==> src/include/psq_pkg.sv <==
// Purpose: constants for the program sequencer (vectors, table reads, return stack)
// Assumes: 14-bit program address, 8-bit data memory bus
// Notes: data-memory offsets double as the register port addresses
package psq_pkg;
  localparam int PC_W = 14;
  localparam int PAGE_W = 8;  // one page = 256 words
  localparam logic [PC_W-1:0] VEC_RESET = 14'h0000;
  localparam logic [PC_W-1:0] VEC_TMR0 = 14'h0008;
  localparam logic [PC_W-1:0] VEC_TMR1 = 14'h000C;
  localparam logic [PC_W-1:0] VEC_RTC = 14'h0014;
  localparam logic [PC_W-1:0] VEC_DIALER = 14'h0018;
  localparam logic [7:0] ADDR_TPL = 8'h07;
  localparam logic [7:0] ADDR_THB = 8'h08;
  localparam logic [7:0] ADDR_TPH = 8'h1F;
  localparam logic [7:0] ADDR_INT_STAT = 8'h1C;
  localparam logic [7:0] ADDR_INT_MASK = 8'h1D;
  localparam logic [7:0] RST_BYTE = 8'h00;
  localparam logic [3:0] RST_IRQ = 4'h0;
  localparam int IRQ_TMR0 = 0;
  localparam int IRQ_TMR1 = 1;
  localparam int IRQ_RTC = 2;
  localparam int IRQ_DIALER = 3;
  localparam int N_IRQ = 4;
  typedef enum logic [2:0] {
    PSQ_IDLE = 3'b001,
    PSQ_TFETCH = 3'b010,
    PSQ_TDONE = 3'b100
  } psq_state_t;
endpackage : psq_pkg

==> src/logic/psq_sequencer.sv <==
// Purpose: program-flow core: interrupt vectoring, table reads, return stack
// Assumes: the core supplies next-pc, call/return strobes and table commands on clk_sys
// Notes: ROM is external; a table read issues rom_addr then captures rom_data a cycle later
//
// Contract
// - timer 0 overflow vectors to 0008H
// - timer 1 overflow vectors to 000CH
// - enabled RTC timeout vectors to 0014H
// - dialer pin edges request vector 18H
// - current page read uses pc page
// - last page read uses all-ones page
// - low byte to memory, high byte held
// - wide variant page from high pointer
// - table pointers readable and writable
// - table high byte is read only
// - table read takes two cycles
// - hidden stack of 12/8/4 levels
// - call/interrupt push, returns pop
// - reset leaves stack empty
// - full stack withholds interrupt acknowledge
// - call on full stack drops oldest
// - vectors in bank 0, full address saved
`timescale 1ns/10ps
module psq_sequencer
#(
  parameter int DEPTH = 12,
  parameter int PCW = 14,
  parameter bit WIDE = 1'b1
)
(
  input wire logic clk_sys,
  input wire logic nrst,
  input wire logic [psq_pkg::PC_W-1:0] pc_now,
  input wire logic call_req,
  input wire logic ret_req,
  input wire logic return_from_interrupt_req,
  input wire logic tmr0_ovf,
  input wire logic tmr1_ovf,
  input wire logic rtc_timeout,
  input wire logic rtc_enable,
  input wire logic int_global_en,
  input wire logic hook_switch_input,
  input wire logic hold_line_input,
  input wire logic hands_free_input,
  input wire logic tabrd_cur,
  input wire logic tabrd_last,
  input wire logic [7:0] tab_dest,
  input wire logic [15:0] rom_data,
  input wire logic [7:0] reg_addr,
  input wire logic [7:0] reg_wdata,
  input wire logic reg_wr,
  input wire logic reg_rd,
  output logic [7:0] reg_rdata,
  output logic irq_take,
  output logic [psq_pkg::PC_W-1:0] irq_vector,
  output logic [psq_pkg::PC_W-1:0] ret_pc,
  output logic ret_valid,
  output logic [psq_pkg::PC_W-1:0] rom_addr,
  output logic rom_rd,
  output logic tab_wr,
  output logic [7:0] tab_wr_addr,
  output logic [7:0] tab_wr_data,
  output logic tab_busy,
  output logic stack_full,
  output logic irq_out
);
  import psq_pkg::*;
  localparam int SPW = $clog2(DEPTH + 1);
  // elaboration-time check: only the three stack depths and 12..14 address bits exist
  if (!(DEPTH == 12 || DEPTH == 8 || DEPTH == 4) || PCW < 12 || PCW > PC_W)
  begin : g_bad_cfg
    $error("psq_sequencer: unsupported DEPTH or PCW");
  end
  // mask address to the variant's width
  function automatic logic [PC_W-1:0] pc_mask(input logic [PC_W-1:0] a);
    logic [PC_W-1:0] m;
    m = '1;
    m = m >> (PC_W - PCW);
    pc_mask = a & m;
  endfunction : pc_mask

  // pin synchronisers and edge detectors
  logic [2:0] pin_s1;
  logic [2:0] pin_s2;
  logic [2:0] pin_d;
  logic [2:0] pin_ok;
  always_ff @(posedge clk_sys)
  begin
    if (!nrst)
    begin
      pin_s1 <= 3'h0;
      pin_s2 <= 3'h0;
      pin_d <= 3'h0;
      pin_ok <= 3'h0;
    end
    else
    begin
      pin_s1 <= {hands_free_input, hold_line_input, hook_switch_input};
      pin_s2 <= pin_s1;
      pin_d <= pin_s2;
      pin_ok <= {pin_ok[1:0], 1'b1}; // reset zeros in pin_d would fake edges on high pins
    end
  end
  logic dialer_evt;
  assign dialer_evt = pin_ok[2] & ((pin_s2[0] ^ pin_d[0])  // any hook edge
                      | (~pin_s2[1] & pin_d[1])            // hold falling
                      | (pin_s2[2] & ~pin_d[2]));          // hands-free rising

  // interrupt request flags and mask
  logic [N_IRQ-1:0] int_stat;
  logic [N_IRQ-1:0] int_mask;
  logic [N_IRQ-1:0] evt;
  logic [N_IRQ-1:0] ack_clr;
  always_comb
  begin
    evt = '0;
    evt[IRQ_TMR0] = tmr0_ovf;
    evt[IRQ_TMR1] = tmr1_ovf;
    evt[IRQ_RTC] = rtc_timeout & rtc_enable;
    evt[IRQ_DIALER] = dialer_evt;
  end
  // stack storage and index
  logic [PC_W-1:0] stk [DEPTH];
  logic [SPW-1:0] sp;
  logic full_now;
  assign full_now = (sp == SPW'(DEPTH));

  // pick highest priority pending enabled request
  logic [N_IRQ-1:0] pend;
  logic [N_IRQ-1:0] pick;
  logic [PC_W-1:0] pick_vec;
  logic do_ack;
  always_comb
  begin
    pend = int_stat & int_mask;
    pick = '0;
    pick_vec = VEC_RESET;
    if (pend[IRQ_TMR0])
    begin
      pick[IRQ_TMR0] = 1'b1;
      pick_vec = VEC_TMR0;
    end
    else if (pend[IRQ_TMR1])
    begin
      pick[IRQ_TMR1] = 1'b1;
      pick_vec = VEC_TMR1;
    end
    else if (pend[IRQ_RTC])
    begin
      pick[IRQ_RTC] = 1'b1;
      pick_vec = VEC_RTC;
    end
    else if (pend[IRQ_DIALER])
    begin
      pick[IRQ_DIALER] = 1'b1;
      pick_vec = VEC_DIALER;
    end
    // full stack holds acknowledge; call/return own the stack this cycle
    do_ack = int_global_en & (|pend) & ~full_now & ~call_req & ~ret_req & ~return_from_interrupt_req
             & ~irq_take;
    ack_clr = do_ack ? pick : '0;
  end

  // flag set wins over a software clear in the same cycle
  logic [N_IRQ-1:0] wclr;
  assign wclr = (reg_wr && reg_addr == ADDR_INT_STAT) ? reg_wdata[N_IRQ-1:0] : '0;
  always_ff @(posedge clk_sys)
  begin
    if (!nrst)
      int_stat <= RST_IRQ;
    else
      int_stat <= (int_stat & ~wclr & ~ack_clr) | evt; // flag kept while stack full
  end
  always_ff @(posedge clk_sys)
  begin
    if (!nrst)
      int_mask <= RST_IRQ;
    else if (reg_wr && reg_addr == ADDR_INT_MASK)
      int_mask <= reg_wdata[N_IRQ-1:0];
  end
  // acknowledge outputs: vector always in bank 0
  always_ff @(posedge clk_sys)
  begin
    if (!nrst)
    begin
      irq_take <= 1'b0;
      irq_vector <= VEC_RESET;
    end
    else
    begin
      irq_take <= do_ack;
      irq_vector <= pick_vec;   // upper bits zero, so bank 0
    end
  end
  // return stack: shift register so overflow drops the oldest entry
  logic push;
  logic pop;
  assign push = call_req | do_ack;
  assign pop = (ret_req | return_from_interrupt_req) & ~call_req;
  always_ff @(posedge clk_sys)
  begin
    if (!nrst)
      sp <= '0;                                   // empty after reset
    else if (push && !full_now)
      sp <= sp + SPW'(1);
    else if (pop && sp != '0)
      sp <= sp - SPW'(1);                         // frees a level for held interrupts
  end
  // entry 0 is the most recent; full push shifts the oldest out
  always_ff @(posedge clk_sys)
  begin
    if (!nrst)
    begin
      for (int i = 0; i < DEPTH; i++)
        stk[i] <= VEC_RESET;
    end
    else if (push)
    begin
      stk[0] <= pc_mask(pc_now);                  // full address incl. bank
      for (int i = 1; i < DEPTH; i++)
        stk[i] <= stk[i-1];
    end
    else if (pop)
    begin
      for (int i = 0; i < DEPTH - 1; i++)
        stk[i] <= stk[i+1];
      stk[DEPTH-1] <= VEC_RESET;
    end
  end
  // restored pc offered one cycle after the return
  always_ff @(posedge clk_sys)
  begin
    if (!nrst)
    begin
      ret_pc <= VEC_RESET;
      ret_valid <= 1'b0;
    end
    else
    begin
      ret_pc <= stk[0];
      ret_valid <= pop && sp != '0;
    end
  end

  always_ff @(posedge clk_sys)
  begin
    if (!nrst)
      stack_full <= 1'b0;
    else
      stack_full <= full_now; // status only; index itself is not on the register port
  end

  // table pointer registers
  logic [7:0] tpl;
  logic [7:0] tph;
  logic [7:0] thb;
  always_ff @(posedge clk_sys)
  begin
    if (!nrst)
    begin
      tpl <= RST_BYTE;
      tph <= RST_BYTE;
    end
    else if (reg_wr)
    begin
      if (reg_addr == ADDR_TPL)
        tpl <= reg_wdata;
      if (WIDE && reg_addr == ADDR_TPH)
        tph <= reg_wdata;
    end
  end

  // table read sequencer: fetch cycle then capture cycle
  psq_state_t st;
  logic [PC_W-1:0] next_taddr;
  always_comb
  begin
    logic [PC_W-1:0] hi;
    hi = '0;
    if (tabrd_last)
      hi = '1;                                    // last page all ones
    else if (WIDE)
      hi = PC_W'({tph[5:0], 8'h00});              // any page of any bank
    else
      hi = pc_now & ~PC_W'(8'hFF);                // current pc page
    next_taddr = pc_mask({hi[PC_W-1:PAGE_W], tpl});
  end

  always_ff @(posedge clk_sys)
  begin
    if (!nrst)
    begin
      st <= PSQ_IDLE;
      rom_addr <= VEC_RESET;
      rom_rd <= 1'b0;
      tab_wr <= 1'b0;
      tab_wr_addr <= RST_BYTE;
      tab_wr_data <= RST_BYTE;
      tab_busy <= 1'b0;
      thb <= RST_BYTE;
    end
    else
    begin
      rom_rd <= 1'b0;
      tab_wr <= 1'b0;
      case (st)
        PSQ_IDLE:
        begin
          if (tabrd_cur || tabrd_last)
          begin
            rom_addr <= next_taddr;
            rom_rd <= 1'b1;
            tab_wr_addr <= tab_dest;
            tab_busy <= 1'b1;
            st <= PSQ_TFETCH;                     // first of two cycles
          end
        end
        PSQ_TFETCH:
        begin
          tab_wr <= 1'b1;
          tab_wr_data <= rom_data[7:0];           // low byte to memory
          thb <= rom_data[15:8];                  // only writer of the high byte
          st <= PSQ_TDONE;                        // second cycle
        end
        PSQ_TDONE:
        begin
          tab_busy <= 1'b0;
          st <= PSQ_IDLE;
        end
        default:
          st <= PSQ_IDLE;
      endcase
    end
  end

  // register read port, data one cycle later; unmapped reads zero
  always_ff @(posedge clk_sys)
  begin
    if (!nrst)
      reg_rdata <= RST_BYTE;
    else if (reg_rd)
    begin
      case (reg_addr)
        ADDR_TPL: reg_rdata <= tpl;
        ADDR_THB: reg_rdata <= thb;
        ADDR_TPH: reg_rdata <= WIDE ? tph : RST_BYTE;
        ADDR_INT_STAT: reg_rdata <= {4'h0, int_stat};
        ADDR_INT_MASK: reg_rdata <= {4'h0, int_mask};
        default: reg_rdata <= RST_BYTE;
      endcase
    end
    else
      reg_rdata <= RST_BYTE;
  end

  // level interrupt while any unmasked flag is set
  always_ff @(posedge clk_sys)
  begin
    if (!nrst)
      irq_out <= 1'b0;
    else
      irq_out <= |(int_stat & int_mask);
  end
endmodule : psq_sequencer

==> config.mk <==
export PLATFORM = sky130hd
export DESIGN_NAME = psq_sequencer
export DESIGN_NICKNAME = d
export VERILOG_FILES = /design/src/include/psq_pkg.sv /design/src/logic/psq_sequencer.sv
export SDC_FILE = /design/constraint.sdc
export NUM_CORES = 1
export LEC_CHECK = 0
export BUFFER_PORTS_ARGS = -buffer_cell sky130_fd_sc_hd__clkbuf_2
export CORE_ASPECT_RATIO = 1.5
export CORE_UTILIZATION = 45
export CTS_CLUSTER_DIAMETER = 100
export DETAILED_ROUTE_END_ITERATION = 8
export PLACE_DENSITY = 0.72
export SYNTH_ARGS = -nofsm -noshare
export SYNTH_HDL_FRONTEND = slang
export SYNTH_SLANG_ARGS = --single-unit
==> constraint.sdc <==
create_clock -name clk_sys -period 10.85 [get_ports clk_sys]
set_input_delay 3.255 -clock clk_sys [delete_from_list [all_inputs] [get_ports clk_sys]]
set_output_delay 3.255 -clock clk_sys [all_outputs]
set_load 0.05 [all_outputs]
Word-level counts from Yosys, hierarchy flattened --
Memory sizes are Yosys's and may differ from the RTL's. Cells that the tools add are included.
Storage, ports and cells: flip-flop bits (word level) 124, RAM bits 168, input bits 71, output and inout port bits 73, logic and storage cells 170, memories 1
Cells by class: add/sub/neg operators 2, equality and inequality tests 10, muxes and demuxes 56, bitwise logic cells 54, reduce and logical (&&, ||, !) cells 19
Memories:
- stk | depth 12, bits a word 14, rd ports 12, clocked after Yosys merged registers in 0, wr ports 12, line psq_sequencer.sv:123 | logic [PC_W-1:0] stk [DEPTH];
Operators by type and width (number):
- two-way mux 14 bit | 25
- case mux 8 bit (5 select lines) | 1
- OR 1 bit | 28
- == test 8 x 5 -> 1 bit, second input constant | 3
- two-way mux 4 bit | 6
- two-way mux 1 bit | 17
- bitwise AND 4 bit | 3
- AND reduction 2 bit | 6
- bitwise AND 1 bit | 11
- two-way mux 5 bit | 2
- == test 8 x 3 -> 1 bit, second input constant | 1
- == test 8 x 4 -> 1 bit, second input constant | 1
- inverter 1 bit | 8
- inverter 4 bit | 2
- OR reduction 4 bit | 2
- two-way mux 3 bit | 2
- case mux 3 bit (2 select lines) | 1
- adder 4 x 1 -> 4 bit, second input constant | 1
- == test 4 bit, second input constant | 1
- logical AND 1 bit | 4
- OR 4 bit | 1
- nonzero test 2 bit | 2
- nonzero test 4 bit | 1
- subtractor 4 x 1 -> 4 bit, second input constant | 1
- 11 further kinds | 11

Logic depth before layout (Yosys ltp) --
depth after elaboration 14, depth in mapped cells 9, gate-level depth less buffers 9

Least setup slack after synthesis --
Ideal clock, no wire load.
kind input -> register, from in int_global_en, to mem stk[0][0] (enable), setup time 1.667 ns, arrival time 7.467 ns, required time 9.183 ns, path slack 1.716 ns, stages 7, path buffers 2, cell sequence or4b_4 -> nor2_2 -> a21o_1 -> buf_2 -> buf_2 -> inv_1 -> nand3_1
RTL lines:
- from (decl) | line psq_sequencer.sv:41 | input wire logic int_global_en,
- to (decl) | line psq_sequencer.sv:123

==> results.toml <==
[outcome]
outcome = "complete, no violations"

[power_and_ir_drop]
seq_power_share = 0.551
sw_frac_of_total = 0.247
p_clk_frac = 0.346
ir_drop_v = 0.0000947
power_density_nw_per_um2 = 179
power_switching_w = 0.000567
p_comb_frac = 0.103
power.leakage_nw = 5.21
p_int_w = 0.00173

[timing]
setup_viol_count_final = 0
fin_crit_sh = 0.553
fin_skew_ps = 17.1
worst_slew_pin_slew_ps = 1090
drv_slew = 0
rsz0062_at_grt = "false"
hold_viol = 0
clock.fmax_ghz = 0.167
period_needed_ps = 6000
max_slew_margin = 0.271
tns_ps = 0

[worst_setup_path]
max_stage_delay_ps = 780
worst_path_most_repeated_cell = "buf_4"
path_max_fanout = 78
path_cells = "clkbuf_2 -> or4b_4 -> nor2_2 -> a21o_1 -> buf_4 -> inv_1 -> nand3_4 -> buf_4"
endpoint_kind = "flip-flop"
critPathKind = "in2reg"
cp-startpoint = "ret_req"
crit-reg2reg-launch = "irq_take$_SDFF_PN0_"
r2r_slack_ps = 7440
crit_arrival_ps = 6150
critPathRequiredTime_ps = 11000
start_kind = "input pin"
crit_slowest_cell = "nand3_4"

[clock_tree]
clk_path_buf_depth = 3
numClockSinks = 281
cts_buffers = 25
post_cts_resize_count = 0
cts_hold_buf = 0
postCtsSetupRepairBufs = 0
clk_pin_slew_ps = 60
insertion_delay_ps = 510
cts_root_buf = "clkbuf_16"
cts_tree = "done"
htreeDepth = 1

[synth]
synthDistinctLibCells = 55
syn_inst = 882
seq_area_frac_synth = 0.646
ys.flop_type = "edfxtp_1"
synth-seq-cells = 281
yosysTopAreaCell = "edfxtp_1"
async_reset_ff_frac = 0
avgSynthCellArea_um2 = 12.8
yosysMostFrequentCell = "edfxtp_1"
ys_top_cells_by_area = "edfxtp_1, dfxtp_1, a22o_1"
yosysWarnings = 0
yosysTopAreaCellShare = 0.446
synth_commonest_cells = "edfxtp_1, a22o_1, dfxtp_1"
syn_area_um2 = 11300
synth-edff-count = 168

[layout]
final_area_um2 = 12800
multi_input_area_um2 = 3640
drive_above_1_share = 0.187
nets = 1061
diodes = 0
fillers = 2103
syn2layout_area_growth_pct = 13.4
regArea_um2 = 7310

[die]
die-area_um2 = 25800
initial_core_util = 0.461
dieWidth_um = 131
rows = 70
core_um2 = 24500
die_height_um = 196
io_pins = 144

[global_route]
grt_pass1_vias = 7024
grt-ovfl-total = 0
grt_max_degree = 116
antenna_found_initial = 0
grt_pass1_wl_mm = 36.7
grtUsageTotal = 0.174

[place]
placed_area_um2 = 12100
dpl.hpwl_mm = 14.1
io_buffers = 132
gp_congestion = 0.851

[drt]
firstDrtPassIters = 5
avgViaCountPerCell = 5.49
wl_mm = 22.3
drt-initial-drc-count = 566
drc_errors = 0
ant_nets = 0
route.detailed.wl_per_inst_um = 16.8
via_count = 7291

[run]
drv_cap = 0

[worst_hold_path]
min_from = "pin_s1[0]$_SDFF_PN0_"
hp-class = "reg2reg"
## per-stage QoR
step,hold WS (ps),utilization,power (W),setup WS (ps),std cells
2_1_floorplan,412,-,0.00146,1720,892
5_1_grt,453,0.523,0.00239,4670,1329
4_1_cts,430,0.523,0.00232,4880,1329
3_3_place_gp,414,0.494,0.00152,4360,1284
6_report,430,0.523,0.00229,4850,1329
3_5_place_dp,419,0.494,0.00152,4330,1284
## cells in the final DEF (no fill, tap or decap), drive strengths merged, types with 7 or more instances in the layout
cell type    n
conb        11
buf         10
nand2      107
nor3b        9
edfxtp     168
a22oi       28
and2        33
a21boi      48
nor2        24
clkinv      13
clkbuf     163
nor2b       37
dfxtp      113
and3        17
a22o       126
mux2i       22
nor3         7
## final timing paths
| kind | end | cells after the start |
|---|---|---|
| setup / recovery | stk[0][6]$_SDFFCE_PN0P_ | 8 |
| hold / removal | pin_s2[0]$_SDFF_PN0_ | 1 |
| setup reg to reg | stk[0][6]$_SDFFCE_PN0P_ | 7 |
| hold reg to reg | pin_s2[0]$_SDFF_PN0_ | 1 |
## power groups by stage
stage                     Sequential (W)  Clock (W)  Combinational (W)
final                            0.00126   0.000793           0.000237
after global routing             0.00127   0.000853           0.000260
after CTS                        0.00126   0.000812           0.000240
after detailed placement         0.00129          0           0.000238
after global placement           0.00128          0           0.000234
after floorplan                  0.00132          0           0.000143
## state kept, by name, indices dropped and copies added (netlist names), 3 cells and up
name,flops
int_stat,4
pin_ok,3
sp,4
tph,8
tab_wr_addr,8
pin_s2,3
st,3
thb,8
tab_wr_data,8
int_mask,4
tpl,8
irq_vector,3
rom_addr,14
ret_pc,14
stk,168
reg_rdata,8
pin_d,3
pin_s1,3
## kinds of logic (layout without fill, tap and decap cells)
logic type | Yosys count | in the layout | share of synthesized area
xor+xnor | 3 | 3 | 0.00232
fa+ha+maj | 3 | 3 | 0.00398
buf+inv | 79 | 192 | 0.0373
other cells | 1 | 11 | 0.000332
simple gates | 253 | 253 | 0.116
mux | 25 | 25 | 0.0225
compound gates | 237 | 237 | 0.171
flops | 281 | 281 | 0.646
## per-layer routing
metal | track usage | wire (um) | share of wire | vias to the layer above
met5 | 0 | 0 | 0 | -
met1 | 0.227 | 9810 | 0.44 | 3547
li1 | - | - | - | 3474
met3 | 0.0243 | 1070 | 0.048 | 36
met2 | 0.293 | 10900 | 0.49 | 234
met4 | 0.0663 | 610 | 0.027 | 0
## layout make-up
class / instances / share of cell area
clock buffer: 32 / 0.0516
timing repair buffer: 141 / 0.0570
clock inverter: 13 / 0.00420
tap: 324 / 0.0316
multi-input combinational: 532 / 0.284
inverter: 6 / 0.00176
sequential: 281 / 0.570
## critical path, delay by kind of cell
kind                   cells  cell delay (ps)
AOI/OAI and AO/OA          1              120
buffers and inverters      4             1240
and+or+nand+nor            3             1440
Note: power is estimated with default switching activity, not from simulation.
